$ cat src/logic/pdp_defines.vh
// Register offsets, field widths and reset values for the port direction and pullup slice
`ifndef PDP_DEFINES_VH
`define PDP_DEFINES_VH
`define PDP_PIN_COUNT 7
`define PDP_OFF_DATA 4'h0
`define PDP_OFF_PULLUP 4'h4
`define PDP_OFF_DIR 4'h8
`define PDP_RESET_DIR 7'h00
`define PDP_RESET_PULLUP 7'h00
`define PDP_RESET_LATCH 7'h00
`define PDP_RESP_OKAY 2'h0
`define PDP_RESP_SLVERR 2'h2
`endif

$ cat src/logic/pdp_pin_sync.v
// Two-stage synchroniser for the sampled pin levels
`timescale 1ns/1ns
module pdp_pin_sync #(
  parameter WIDTH = 7
) (
  // Clock and reset
  input wire clock_i,
  input wire rst_i,
  // Asynchronous pin levels in, synchronised levels out
  input wire [WIDTH-1:0] async_i,
  output reg [WIDTH-1:0] sync_o
);
  reg [WIDTH-1:0] stage_one;

  // =====================================================
  // Synchroniser: first stage feeds only the second
  always @(posedge clock_i) begin
    if (rst_i) begin
      stage_one <= {WIDTH{1'b0}};
      sync_o <= {WIDTH{1'b0}};
    end else begin
      stage_one <= async_i;
      sync_o <= stage_one;
    end
  end
endmodule // pdp_pin_sync

$ cat src/logic/pdp_port.v
// Seven-pin parallel port slice with direction and pullup control over AXI4-Lite
// Notes on behaviour
// - With a direction bit clear the pin driver is off and a data read returns the sampled pin level.
// - With a direction bit set the pin driver is on and a data read returns the stored output latch bit.
// - For an input pin the internal pullup follows its pullup-enable bit.
// - For an output pin the pullup-enable bit is ignored and the pullup stays off.
//
// The register offsets and register access over AXI4-Lite were decided locally.
`timescale 1ns/1ns
`include "pdp_defines.vh"

// =====================================================
// Bus timing seen from software
// Write: address and data are taken in either order, each when its valid meets its ready.
// Response: bvalid rises one edge after the later of the two, and the register and the pins
// change at that very edge, so a read issued after the response always sees the new value.
// Ready drops for at least two cycles after each handshake; a second write may be offered at once,
// it is simply held off until the slot is free and the previous response has been taken.
// Read: arready is high only while no answer is pending, rising one edge after the answer is taken; rvalid follows the address by one edge
// and stands, with its data, until rready is seen high.
// Unmapped words answer SLVERR; a write there changes nothing and a read returns zero.
// Only byte lane 0 carries bits; a write to a mapped word with that strobe clear answers OKAY and is a no-op.

// =====================================================
// Pin side
// The driver enable is the direction bit itself, so a pin turned to output drives at once.
// The pullup request is gated by the direction bit; an output never fights its own pullup.
// Pin levels are synchronised over two flops before anything reads them; a level change
// shows up in a data read two edges later than the pin, plus the read latency.
// Limitation: the data word returns the latch for outputs, so a shorted output pin cannot
// be detected through a read of the data word.

// =====================================================
// Reset
// Synchronous and active high; every register, the pins and all readies read zero.
// One edge in reset clears the synchroniser as well, since both of its stages take the reset.
module pdp_port #(
  parameter PINS = `PDP_PIN_COUNT
) (
  // Clock and reset
  input wire clock_i,
  input wire rst_i,
  // AXI4-Lite write address and data
  input wire [3:0] s_axi_awaddr_i,
  input wire s_axi_awvalid_i,
  output reg s_axi_awready_o,
  input wire [31:0] s_axi_wdata_i,
  input wire [3:0] s_axi_wstrb_i,
  input wire s_axi_wvalid_i,
  output reg s_axi_wready_o,
  // AXI4-Lite write response
  output reg [1:0] s_axi_bresp_o,
  output reg s_axi_bvalid_o,
  input wire s_axi_bready_i,
  // AXI4-Lite read address and data
  input wire [3:0] s_axi_araddr_i,
  input wire s_axi_arvalid_i,
  output reg s_axi_arready_o,
  output reg [31:0] s_axi_rdata_o,
  output reg [1:0] s_axi_rresp_o,
  output reg s_axi_rvalid_o,
  input wire s_axi_rready_i,
  // Port pins
  input wire [PINS-1:0] pin_i,
  output reg [PINS-1:0] pin_o,
  output reg [PINS-1:0] pin_oe_o,
  output reg [PINS-1:0] pin_pullup_o
);
  reg [PINS-1:0] pin_direction_bits;
  reg [PINS-1:0] pin_pullup_enable_bits;
  reg [PINS-1:0] output_latch_bit;
  reg [3:0] wr_addr;
  reg wr_addr_held;
  reg [31:0] wr_data;
  reg [3:0] wr_strb;
  reg wr_data_held;
  wire [PINS-1:0] pin_sampled;
  wire [PINS-1:0] pin_data_value;
  wire wr_lane0;
  wire [PINS-1:0] next_latch;
  wire [PINS-1:0] next_pullup;
  reg [31:0] next_rdata;
  reg next_rerr;
  wire wr_go;
  wire [PINS-1:0] next_direction;

  // Decode of the mapped word addresses, shared by read and write paths
  function addr_mapped;
    input [3:0] addr;
    begin
      addr_mapped = (addr == `PDP_OFF_DATA) || (addr == `PDP_OFF_PULLUP) || (addr == `PDP_OFF_DIR);
    end
  endfunction

  // =====================================================
  // Pin input synchroniser
  pdp_pin_sync #(
    .WIDTH(PINS)
  ) u_sync (
    .clock_i(clock_i),
    .rst_i(rst_i),
    .async_i(pin_i),
    .sync_o(pin_sampled)
  );

  // =====================================================
  // Write channel capture; address and data may come in either order
  assign wr_go = wr_addr_held && wr_data_held && !s_axi_bvalid_o;

  always @(posedge clock_i) begin
    if (rst_i) begin
      wr_addr <= 4'h0;
      wr_addr_held <= 1'b0;
      wr_data <= 32'h00000000;
      wr_strb <= 4'h0;
      wr_data_held <= 1'b0;
      s_axi_awready_o <= 1'b0;
      s_axi_wready_o <= 1'b0;
      s_axi_bvalid_o <= 1'b0;
      s_axi_bresp_o <= `PDP_RESP_OKAY;
    end else begin
      // Ready is offered only while the holding slot is free
      s_axi_awready_o <= !wr_addr_held && !(s_axi_awvalid_i && s_axi_awready_o);
      s_axi_wready_o <= !wr_data_held && !(s_axi_wvalid_i && s_axi_wready_o);
      if (s_axi_awvalid_i && s_axi_awready_o) begin
        wr_addr <= s_axi_awaddr_i;
        wr_addr_held <= 1'b1;
      end
      if (s_axi_wvalid_i && s_axi_wready_o) begin
        wr_data <= s_axi_wdata_i;
        wr_strb <= s_axi_wstrb_i;
        wr_data_held <= 1'b1;
      end
      if (wr_go) begin
        wr_addr_held <= 1'b0;
        wr_data_held <= 1'b0;
        s_axi_bvalid_o <= 1'b1;
        s_axi_bresp_o <= addr_mapped(wr_addr) ? `PDP_RESP_OKAY : `PDP_RESP_SLVERR;
      end else if (s_axi_bvalid_o && s_axi_bready_i) begin
        s_axi_bvalid_o <= 1'b0;
      end
    end
  end

  // =====================================================
  // Control registers; only byte lane 0 carries bits
  always @(posedge clock_i) begin
    if (rst_i) begin
      pin_direction_bits <= `PDP_RESET_DIR;
      pin_pullup_enable_bits <= `PDP_RESET_PULLUP;
      output_latch_bit <= `PDP_RESET_LATCH;
    end else if (wr_go && wr_strb[0]) begin
      case (wr_addr)
        `PDP_OFF_DATA: output_latch_bit <= wr_data[PINS-1:0];
        `PDP_OFF_PULLUP: pin_pullup_enable_bits <= wr_data[PINS-1:0];
        `PDP_OFF_DIR: pin_direction_bits <= wr_data[PINS-1:0];
        default: output_latch_bit <= output_latch_bit;
      endcase
    end
  end

  // =====================================================
  // Pin drive; computed from the next register values so pins track writes
  assign wr_lane0 = wr_go && wr_strb[0];
  assign next_direction = (wr_lane0 && wr_addr == `PDP_OFF_DIR) ? wr_data[PINS-1:0] : pin_direction_bits;
  assign next_latch = (wr_lane0 && wr_addr == `PDP_OFF_DATA) ? wr_data[PINS-1:0] : output_latch_bit;
  assign next_pullup = (wr_lane0 && wr_addr == `PDP_OFF_PULLUP) ? wr_data[PINS-1:0] : pin_pullup_enable_bits;

  always @(posedge clock_i) begin
    if (rst_i) begin
      pin_o <= {PINS{1'b0}};
      pin_oe_o <= {PINS{1'b0}};
      pin_pullup_o <= {PINS{1'b0}};
    end else begin
      pin_o <= next_latch;
      pin_oe_o <= next_direction;
      // Pullup only on inputs, whatever its enable bit says
      pin_pullup_o <= next_pullup & ~next_direction;
    end
  end

  // =====================================================
  // Read data mux; per pin, latch for outputs and pin level for inputs
  genvar g;
  generate
    for (g = 0; g < PINS; g = g + 1) begin : g_read
      assign pin_data_value[g] = pin_direction_bits[g] ? output_latch_bit[g] : pin_sampled[g];
    end
  endgenerate

  always @* begin
    next_rdata = 32'h00000000;
    next_rerr = 1'b0;
    case (s_axi_araddr_i)
      `PDP_OFF_DATA: next_rdata[PINS-1:0] = pin_data_value;
      `PDP_OFF_PULLUP: next_rdata[PINS-1:0] = pin_pullup_enable_bits;
      `PDP_OFF_DIR: next_rdata[PINS-1:0] = pin_direction_bits;
      default: next_rerr = !addr_mapped(s_axi_araddr_i);
    endcase
  end

  // =====================================================
  // Read channel; one read at a time, answer the cycle after the address
  always @(posedge clock_i) begin
    if (rst_i) begin
      s_axi_arready_o <= 1'b0;
      s_axi_rvalid_o <= 1'b0;
      s_axi_rdata_o <= 32'h00000000;
      s_axi_rresp_o <= `PDP_RESP_OKAY;
    end else begin
      s_axi_arready_o <= !s_axi_rvalid_o && !(s_axi_arvalid_i && s_axi_arready_o);
      if (s_axi_arvalid_i && s_axi_arready_o) begin
        s_axi_rvalid_o <= 1'b1;
        s_axi_rdata_o <= next_rdata;
        s_axi_rresp_o <= next_rerr ? `PDP_RESP_SLVERR : `PDP_RESP_OKAY;
      end else if (s_axi_rvalid_o && s_axi_rready_i) begin
        s_axi_rvalid_o <= 1'b0;
      end
    end
  end
endmodule // pdp_port

$ cat config.mk
export PLATFORM = sky130hd
export DESIGN_NAME = pdp_port
export DESIGN_NICKNAME = d
export VERILOG_FILES = /design/src/logic/pdp_pin_sync.v /design/src/logic/pdp_port.v
export VERILOG_INCLUDE_DIRS = /design/src /design/src/logic
export SDC_FILE = /design/constraint.sdc
export NUM_CORES = 1
export LEC_CHECK = 0
export BUFFER_PORTS_ARGS = -buffer_cell sky130_fd_sc_hd__buf_2
export CAP_MARGIN = 20
export CORE_ASPECT_RATIO = 1.4
export CORE_MARGIN = 2
export CORE_UTILIZATION = 25
export CTS_BUF_LIST = sky130_fd_sc_hd__clkbuf_8
export CTS_CLUSTER_DIAMETER = 100
export DETAILED_ROUTE_END_ITERATION = 8
export HOLD_SLACK_MARGIN = 0.1
export MAX_ROUTING_LAYER = met4
export PLACE_DENSITY = 0.56
export SYNTH_ARGS = -nofsm -noshare
export SYNTH_HDL_FRONTEND = slang
export SYNTH_HIERARCHICAL = 1
export SYNTH_SLANG_ARGS = --single-unit
$ cat constraint.sdc
create_clock -name clock_i -period 4 [get_ports clock_i]
set_input_delay 1 -clock clock_i [delete_from_list [all_inputs] [get_ports clock_i]]
set_output_delay 1 -clock clock_i [all_outputs]
set_load 0.005 [all_outputs]
# Word-level counts from Yosys, hierarchy flattened
# Cells that the tools add are included.
# Widths: inputs -> output; s select.
# op_classes
muxes,18
bitwise_logic,2
eq_ne,4
reduce_logical,35
# op_table
op,count
$mux 7,3
$pmux 7 s3,1
$logic_and 1x1->1,14
$mux 1,12
$eq 4x3->1 const B,2
$eq 4x4->1 const B,2
$logic_not 1->1,8
$logic_not 4->1,2
$and 7x7->7,1
$not 7->7,1
$reduce_and 2->1,3
$logic_or 1x1->1,4
$mux 2,2
$reduce_bool 2->1,2
$reduce_or 3->1,1
$reduce_or 2->1,1
# totals
ff_bits,86
output_inout_bits,62
word_cells,80

# Depth between registers and ports, before layout
# Gate-level depths: netlist (run 1).
# depth
word_depth,7
ltp_mapped,4
ltp_nobuf,3

# Cells and area by module
# The synthesis (run 1) kept the hierarchy.
# modules_own_cells
mod,cells_each,area_per_inst_um2,n_inst
pdp_port,298,2971.6,1
pdp_pin_sync,29,407.9,1

# Worst setup path before layout (run 1)
# OpenSTA, ideal clock, no wires.
# synth_timing
path_type,in2reg
from,input s_axi_araddr_i[1]
to,register s_axi_rdata_o[4]
setup_time_ns,0.062
slack_ns,2.073
path_stages,4
path_buffers,1
t_arrival_ns,1.865
cell_sequence,nor3_1 > clkbuf_1 > o211ai_1 > nand3_1
# synth_via
elab_chain_len,2
# synth_rtl
item,line_no,text
start: declaration,pdp_port.v:56,"input wire [3:0] s_axi_araddr_i,"
$eq 4x4->1 (tied with other cells),-,
$pmux 7 s3 *,pdp_port.v:194,case (s_axi_araddr_i)
end signal: assignment,pdp_port.v:214,s_axi_rdata_o <= next_rdata;
end: declaration,pdp_port.v:59,"output reg [31:0] s_axi_rdata_o,"
# Mark *: on every way between the ends. The rest lies on a longest branch, timed or not.
# A chain may end at the register's enable or synchronous reset.

# Worst setup path in the final report (run 1)
# layout_timing
from,register s_axi_awready_o
to,output s_axi_awready_o
# layout_lines
item,line_no,text
start: declaration,pdp_port.v:46,"output reg s_axi_awready_o,"
start signal: assignment,pdp_port.v:123,s_axi_awready_o <= !wr_addr_held && !(s_axi_awvalid_i && s_axi_awready_o);
# No word-level cell between the ends.

==> summary.txt, run 1 <==
CTS
  • Num Clock Sinks: 84
  • Num CTS Buffers: 9
  • CTS HTree Levels: 3
  • Clock buffer depth: 2
  • Root Buffer: clkbuf_8
  • Latest clock arrival within the worst-skew pair: 0.36 ns
  • Cts hold-fix bufs: 0
  • CTS resizes: 0
  • CTS tree: built
  • Buffer count from post-CTS setup fixing: 0
  • CTS clk-pin slew, worst paths: 0.08 ns

Layout
  • Share of layout cells above drive strength 1: 30.1%
  • Fin cells: 574
  • Post-layout util: 30.2%
  • Ant diodes: 0
  • Area grow syn2layout: 18.6%
  • Final #Nets: 445

GRT
  • Initial antenna violation count: 0
  • Met1 usage: 12.8%
  • Total gr overflow: 0
  • First-pass GRT wire length: 12,600 um
  • Met3 Resource Use GR: 2.76%
  • Overall routing resource usage: 11.9%
  • Pin count of the biggest net entering global routing: 39
  • Most Used Layer, Global Route: met2
  • Via count of the first global-routing pass: 2,360
  • Met2 Use GR: 20.0%

Synth
  • Synth cell count leaders: dfxtp_1 (84), a21oi_1 (31), nand2_1 (30), buf_4 (28), nand3_1 (25)
  • Number of synthesized flops with an enable pin: 0
  • Main flop type after synthesis: dfxtp_1
  • Syn Std Cell Area: 3380 um2
  • Register area share after synthesis: 49.8%
  • Post-Synthesis Mean Instance Area: 10.3 um2
  • Synthesized netlist cell count: 327
  • Distinct cells, synth: 37
  • Cell taking the most area after synthesis: dfxtp_1
  • Share of the synthesized area in the top cell type: 49.8%
  • Most numerous cell in the Yosys netlist: dfxtp_1
  • Ys async rst share: 0%
  • #FFs+latches synth: 84
  • Ys Warns: 6
  • Ranking of synthesized cells by area: dfxtp_1 (50%), buf_4 (6.2%), a21oi_1 (4.6%)

Critical path
  • Setup crit start kind: flip-flop
  • WP data required: 3.00 ns
  • Max FO, Critical Path: 7
  • Slowest cell on crit path: dfxtp_1
  • Setup crit end kind: output pin
  • Worst path bufs/invs: 1
  • Critical path class: flip-flop to output pin
  • CP Cell Sequence: buf_2
  • Largest stage delay on the critical path: 0.46 ns
  • Delay-heaviest family, CP: flip-flops
  • Critical path arrival: 0.98 ns

Pwr
  • P_sw: 0.000375 W
  • Worst vdd ir: 184 uV
  • Switching fraction of total power: 22.1%
  • Total power: 0.00170 W
  • Clock group share of total power: 43.2%
  • Internal cell power: 0.00132 W
  • PwrDens: 423 nW/um2
  • Reg power frac: 51.4%
  • Pleak: 1.59 nW
  • Comb pwr share: 5.4%

STA
  • Period minus WS final: 1.98 ns
  • Least-Margin Pin Slew: 0.778 ns
  • Relative slew slack: 48.1%
  • Max Slew Vio Count: 0
  • Hold WS: 0.443 ns
  • Tcrit/Tclk final: 49.6%
  • Final setup viols: 0
  • Fmax: 0.504 GHz
  • RSZ-0062 raised after global routing: no
  • Final Hold Viols: 0
  • Final TNS setup: 0 ns
  • Skew final: 0.00618 ns

Floorplan
  • # IOs: 120
  • FP Rows: 50
  • Die Y: 142 um
  • Initial Utilization: 25.5%
  • DIE AREA: 14,500 um2
  • Core ar.: 13,300 um2
  • Die W: 102 um

Detailed routing
  • Initial DRC count: 130
  • Wire length per cell: 13.7 um
  • Via density: 4.35
  • Total wire length: 7870 um
  • Drt drc: 0
  • 1st-pass router iterations: 4
  • DR vias: 2,495
  • Detail Route Antenna Nets: 0

Place
  • Hpwl dp: 5960 um
  • Port bufs: 64
  • Final Wtd Congestion: 0.782
  • Post-Place Cells: 558

Worst hold path
  • Worst min path class: flip-flop to flip-flop

Run
  • Total of max-cap violations: 0

Outcome
  • Outcome: finished, final reports clean
[power groups by stage]
stage	Combinational [W]	Sequential, W	Clock (W)
after global routing	0.000104	0.000876	0.000787
after detailed placement	0.0000920	0.000893	0
after CTS	0.0000921	0.000873	0.000750
final	0.0000916	0.000873	0.000732
after global placement	0.0000910	0.000892	0
after floorplan	0.0000803	0.000887	0
[flip-flops by register name (all words and copies together), names as in the netlist, 4 cells and up]
signal                  count
output_latch_bit            7
pin_direction_bits          7
pin_o                       7
pin_oe_o                    7
pin_pullup_enable_bits      7
pin_pullup_o                7
s_axi_rdata_o               7
u_sync/stage_one            7
u_sync/sync_o               7
wr_data                     7
wr_addr                     4
[stage by stage]
| step | setup WS, ns | cell area (um2) |
|---|---|---|
| after floorplan | 2.07 | 3480 |
| after global placement | 1.73 | 3760 |
| after detailed placement | 1.74 | 3760 |
| after CTS | 2.00 | 4010 |
| after global routing | 1.94 | 4010 |
| final | 2.02 | 4010 |
[final timing paths]
| kind | from | endpoint | slack, ns | cells past startpoint |
|---|---|---|---|---|
| max | s_axi_awready_o | s_axi_awready_o | 2.02 | 1 |
| min | u_sync/stage_one[5] | u_sync/sync_o[5] | 0.44 | 1 |
| max reg2reg | wr_addr[0] | pin_pullup_o[2] | 2.19 | 3 |
| min reg2reg | u_sync/stage_one[5] | u_sync/sync_o[5] | 0.44 | 1 |
[cell families after synthesis]
kind of cell           count (synthesis)  share of synthesized area [%]
flip-flops                            84                           49.8
AO/OA/AOI/OAI                         82                           20.4
buffers and inverters                 44                           8.55
AND/OR/NAND/NOR                      116                           21.2
other                                  1                          0.111
[layout make-up]
cell class / count / area [um2]
clock inverters: 6 / 111
multi-input cells: 225 / 1510
repair buffers: 67 / 343
clock buffers: 10 / 138
fillers: 1427 / 9260
flip-flops and latches: 84 / 1680
well taps: 182 / 228
[routing by layer]
metal / up-vias / wire length, um / part of all wire (%)
met5: - / 0 / 0
met4: 0 / 238 / 3.0
met3: 17 / 365 / 4.6
met2: 70 / 4250 / 54
met1: 1171 / 3010 / 38
li1: 1237 / - / -
[layout by cell type (no fill, tap or decap), types with 10 or more instances in the layout]
cell,count
nand3_1,25
dfxtp_1,84
buf_2,64
clkbuf_8,10
conb_1,27
nand2_1,30
nor2b_2,10
a21oi_1,31
Note: power is estimated with default switching activity, not from simulation.
==> run 2, diff against run 1 <==
==> constraint.sdc (replaced) <==
create_clock -name clock_i -period 2 [get_ports clock_i]
set_input_delay 0.5 -clock clock_i [delete_from_list [all_inputs] [get_ports clock_i]]
set_output_delay 0.5 -clock clock_i [all_outputs]
set_load 0.005 [all_outputs]
==> summary.txt, run 2 (synthesized netlist as in run 1, its figures left out) <==
Pwr
  • P_sw: 0.000713 W
  • Total power: 0.00305 W
  • Internal cell power: 0.00234 W
  • Comb pwr share: 6.3%
  • PwrDens: 766 nW/um2
  • Clock group share of total power: 36.6%
  • Pleak: 1.61 nW
  • Reg power frac: 57.2%
  • Worst vdd ir: 268 uV
  • Switching fraction of total power: 23.4%

GRT
  • Pin count of the biggest net entering global routing: 61
  • Total gr overflow: 0
  • First-pass GRT wire length: 12,200 um
  • Overall routing resource usage: 11.6%
  • Via count of the first global-routing pass: 2,310
  • Initial antenna violation count: 0

Critical path
  • Critical path arrival: 1.91 ns
  • Setup crit end kind: flip-flop
  • Delay-heaviest family, CP: simple AND/OR/NAND/NOR gates
  • R2R Path End: pin_pullup_o[2]
  • Slowest cell on crit path: nor2b_1
  • Largest stage delay on the critical path: 0.48 ns
  • Setup crit start kind: flip-flop
  • Worst path bufs/invs: 0
  • Max FO, Critical Path: 7
  • RR Startpoint: wr_addr[2]
  • WP data required: 2.25 ns
  • Register-to-Register Setup Slack: 0.34 ns
  • R2R depth: 3
  • Critical path class: flip-flop to flip-flop
  • CP Cell Sequence: nor2b_1 > nand4_1 > a2111oi_2

Layout
  • Most common cell after layout, fill and taps aside: dfxtp_1
  • Final #Nets: 450
  • Share of layout cells above drive strength 1: 29.7%
  • Area grow syn2layout: 18.0%
  • Ant diodes: 0
  • Fin cells: 579
  • Most frequent cells in the layout: dfxtp_1 (84), buf_2 (64), a21oi_1 (31), nand2_1 (30), conb_1 (27)
  • Fill count: 1,444

STA
  • Max Slew Vio Count: 0
  • RSZ-0062 raised after global routing: no
  • Skew final: 0.0108 ns
  • Tcrit/Tclk final: 83.1%
  • Period minus WS final: 1.66 ns
  • Final TNS setup: 0 ns
  • Fmax: 0.602 GHz
  • Final setup viols: 0
  • Min setup slack post-route: 0.338 ns
  • Hold WS: 0.344 ns
  • Least-Margin Pin Slew: 0.571 ns
  • Final Hold Viols: 0
  • Relative slew slack: 61.9%

Outcome
  • Outcome: finished, final reports clean

Worst hold path
  • Hold Path End: u_sync/stage_one[6]
  • Hold path depth: 2
  • Hold Crit Start: pin_i[6]
  • Worst min path class: input port to flip-flop

CTS
  • CTS resizes: 0
  • Root Buffer: clkbuf_8
  • Num CTS Buffers: 9
  • Cts hold-fix bufs: 0
  • CTS clk-pin slew, worst paths: 0.08 ns
  • Latest clock arrival within the worst-skew pair: 0.36 ns
  • CTS HTree Levels: 3
  • CTS tree: built
  • Buffer count from post-CTS setup fixing: 0
  • Clock buffer depth: 2
  • Num Clock Sinks: 84

Floorplan
  • # IOs: 120
  • Die W: 102 um
  • Die Y: 142 um
  • Initial Utilization: 25.5%
  • DIE AREA: 14,500 um2
  • Core ar.: 13,300 um2
  • FP Rows: 50

Detailed routing
  • Detail Route Antenna Nets: 0
  • Total wire length: 7900 um
  • Via density: 4.32
  • 1st-pass router iterations: 4
  • Wire length per cell: 13.6 um
  • DR vias: 2,503
  • Initial DRC count: 154
  • Drt drc: 0

Place
  • Final Wtd Congestion: 0.800
  • Hpwl dp: 5960 um
  • Port bufs: 64
  • Dpl ws: 0.366 ns
  • Post-Place Cells: 563

Run
  • Total of max-cap violations: 0
==> run 2: cell count changes in the layout (fill, tap and decap cells not counted) <==
| cell | before | now |
|---|---|---|
| inv_1 | 0 | 5 |
| clkinv_4 | 1 | 0 |
| buf_4 | 3 | 7 |
| clkinvlp_4 | 1 | 0 |
| clkbuf_8 | 10 | 9 |
| buf_12 | 0 | 1 |
| bufinv_16 | 3 | 1 |
==> run 2: area by class of cell <==
type	instances	area (um2)	area share [%]
flip-flops and latches	84	1680	42.2
clock inverters	7	53.8	1.35
repair buffers	72	393	9.86
multi-input cells	225	1510	37.8
clock buffers	9	124	3.11
well taps	182	228	5.71
==> run 2: worst max path at each step <==
stage | startpoint | to | cells after the start
finish | wr_addr[2] | pin_pullup_o[2] | 3
floorplan | s_axi_araddr_i[1] | s_axi_rdata_o[4] | 4
global route | wr_data_held | pin_pullup_o[4] | 3
CTS | wr_data_held | pin_pullup_o[4] | 3
detailed placement | wr_data_held | pin_pullup_o[4] | 3
global placement | wr_addr[2] | pin_pullup_o[4] | 3
==> run 2: metrics by stage <==
step                      utilization (%)  instance area, um2
final                                30.1                3990
after global routing                 30.1                3990
after CTS                            30.1                3990
after detailed placement             28.7                3810
after global placement               28.7                3810
after floorplan                         -                3480
==> run 2: metal layers <==
metal | up-vias | track usage (%) | part of all wire (%)
met4 | 0 | 5.19 | 2.3
met2 | 61 | 20.0 | 53
met3 | 14 | 3.05 | 4.5
met5 | - | - | 0
li1 | 1241 | - | -
met1 | 1187 | 12.3 | 40
==> run 2: power by group through the flow <==
| stage | combinational (W) | clock, W | sequential [W] |
|---|---|---|---|
| global placement | 0.000188 | 0 | 0.00178 |
| CTS | 0.000192 | 0.00116 | 0.00174 |
| global route | 0.000215 | 0.00121 | 0.00175 |
| floorplan | 0.000161 | 0 | 0.00177 |
| detailed placement | 0.000191 | 0 | 0.00178 |
| finish | 0.000191 | 0.00112 | 0.00174 |
==> run 3, diff against run 2 <==
--- a/config.mk
+++ b/config.mk
@@ -16,7 +16,7 @@
 export DETAILED_ROUTE_END_ITERATION = 8
 export HOLD_SLACK_MARGIN = 0.1
 export MAX_ROUTING_LAYER = met4
-export PLACE_DENSITY = 0.56
+export PLACE_DENSITY = 0.57
 export SYNTH_ARGS = -nofsm -noshare
 export SYNTH_HDL_FRONTEND = slang
 export SYNTH_HIERARCHICAL = 1
==> constraint.sdc (replaced) <==
create_clock -name clock_i -period 1.35 [get_ports clock_i]
set_input_delay 0.3375 -clock clock_i [delete_from_list [all_inputs] [get_ports clock_i]]
set_output_delay 0.3375 -clock clock_i [all_outputs]
set_load 0.005 [all_outputs]
==> summary.txt, run 3 (synthesized netlist as in run 1, its figures left out) <==
Outcome
  • Outcome: finished with violations
  • Failing checks: negative setup slack

GRT
  • Overall routing resource usage: 12.0%
  • Pin count of the biggest net entering global routing: 33
  • Initial antenna violation count: 0
  • Via count of the first global-routing pass: 2,452
  • First-pass GRT wire length: 12,600 um
  • Total gr overflow: 0

Layout
  • Share of layout cells above drive strength 1: 45.2%
  • Multi-input combinational cell area: 1900 um2
  • Ant diodes: 0
  • Fill count: 1,345
  • FF+latch area: 1700 um2
  • Most frequent cells in the layout: dfxtp_1 (76), buf_2 (64), nand2_1 (30), conb_1 (27), a21oi_1 (22)
  • Final #Nets: 471
  • Most common cell after layout, fill and taps aside: dfxtp_1
  • Area grow syn2layout: 37.8%

Detailed routing
  • Initial DRC count: 155
  • Detail Route Antenna Nets: 0
  • Drt drc: 0
  • Total wire length: 8510 um
  • 1st-pass router iterations: 5
  • Wire length per cell: 14.2 um
  • DR vias: 2,591
  • Via density: 4.32

Pwr
  • Reg power frac: 52.2%
  • Clock group share of total power: 40.3%
  • Internal cell power: 0.00378 W
  • Total power: 0.00494 W
  • Switching fraction of total power: 23.4%
  • Worst vdd ir: 418 uV
  • Pleak: 1.78 nW
  • PwrDens: 1060 nW/um2
  • Comb pwr share: 7.5%
  • P_sw: 0.00116 W

CTS
  • Num Clock Sinks: 84
  • Clock buffer depth: 2
  • Root Buffer: clkbuf_8
  • Latest clock arrival within the worst-skew pair: 0.36 ns
  • CTS clk-pin slew, worst paths: 0.08 ns
  • Num CTS Buffers: 9
  • CTS tree: built
  • CTS HTree Levels: 3

Worst hold path
  • Hold path depth: 2
  • Worst min path class: input port to flip-flop

STA
  • Period minus WS final: 1.49 ns
  • Fmax: 0.672 GHz
  • Min setup slack post-route: -0.137 ns
  • RSZ-0062 raised after global routing: yes
  • Final Hold Viols: 0
  • Skew final: 0.00536 ns
  • Tcrit/Tclk final: 110%
  • Max Slew Vio Count: 0
  • Final TNS setup: -1.34 ns
  • Final setup viols: 37

Critical path
  • R2R depth: 3
  • Setup crit start kind: flip-flop
  • Critical path arrival: 1.72 ns
  • Slowest cell on crit path: or3b_4
  • Setup crit end kind: flip-flop
  • WP depth: 3
  • Delay-heaviest family, CP: simple AND/OR/NAND/NOR gates
  • Largest stage delay on the critical path: 0.52 ns
  • Critical path class: flip-flop to flip-flop
  • Worst path bufs/invs: 0
  • WP data required: 1.59 ns
  • Max FO, Critical Path: 7
  • CP Cell Sequence: or3b_4 > o31ai_4 > a2111oi_4

Run
  • Total of max-cap violations: 0

Floorplan
  • Initial Utilization: 25.5%
  • Core ar.: 13,300 um2
  • DIE AREA: 14,500 um2
  • Die W: 102 um
  • # IOs: 120
  • Die Y: 142 um
  • FP Rows: 50

Place
  • Port bufs: 64
  • Hpwl dp: 6250 um
  • Final Wtd Congestion: 0.861
run 3: worst paths after layout:
kind / end / slack, ns / start
max: pin_pullup_o[2] / -0.14 / wr_addr[1]
min reg2reg: u_sync/sync_o[4] / 0.45 / u_sync/stage_one[4]
max reg2reg: pin_pullup_o[2] / -0.14 / wr_addr[1]
min: u_sync/stage_one[6] / 0.17 / pin_i[6]
run 3: cell type report:
type                    count  area share (%)
clock inverters             6            1.91
clock buffers              10            2.96
multi-input cells         225            40.8
well taps                 182            4.89
repair buffers             93            13.0
flip-flops and latches     84            36.5
run 3: metal layers:
layer | share of wire (%) | track usage [%] | vias to the layer above
met4 | 4.1 | 7.44 | 0
met2 | 54 | 20.2 | 78
li1 | - | - | 1288
met3 | 4.5 | 3.10 | 19
met1 | 37 | 12.3 | 1206
met5 | 0 | - | -
run 3: power groups by stage:
stage | sequential, W | clock [W] | combinational (W)
global route | 0.00259 | 0.00216 | 0.000410
global placement | 0.00264 | 0 | 0.000335
detailed placement | 0.00264 | 0 | 0.000341
floorplan | 0.00263 | 0 | 0.000239
finish | 0.00258 | 0.00199 | 0.000372
CTS | 0.00258 | 0.00205 | 0.000343
run 3: repair_timing:
item                       in CTS  in global routing
hold buffers                    0                  0
resized for setup              22                 68
setup endpoints to repair      43                 43
pin swaps                      17                 20
buffers inserted                2                  0
gates cloned                    0                  1
run 3: per-stage QoR:
step / setup WS (ns) / std cells / hold WS (ns) / instance area (um2) / utilization, %
after detailed placement: -0.173 / 583 / 0.427 / 4020 / 30.3
after global placement: -0.130 / 583 / 0.427 / 4020 / 30.3
after floorplan: -0.0164 / 353 / 0.409 / 3490 / -
final: -0.137 / 600 / 0.173 / 4660 / 35.1
after global routing: -0.190 / 600 / 0.164 / 4660 / 35.1
after CTS: -0.0559 / 600 / 0.160 / 4310 / 32.5
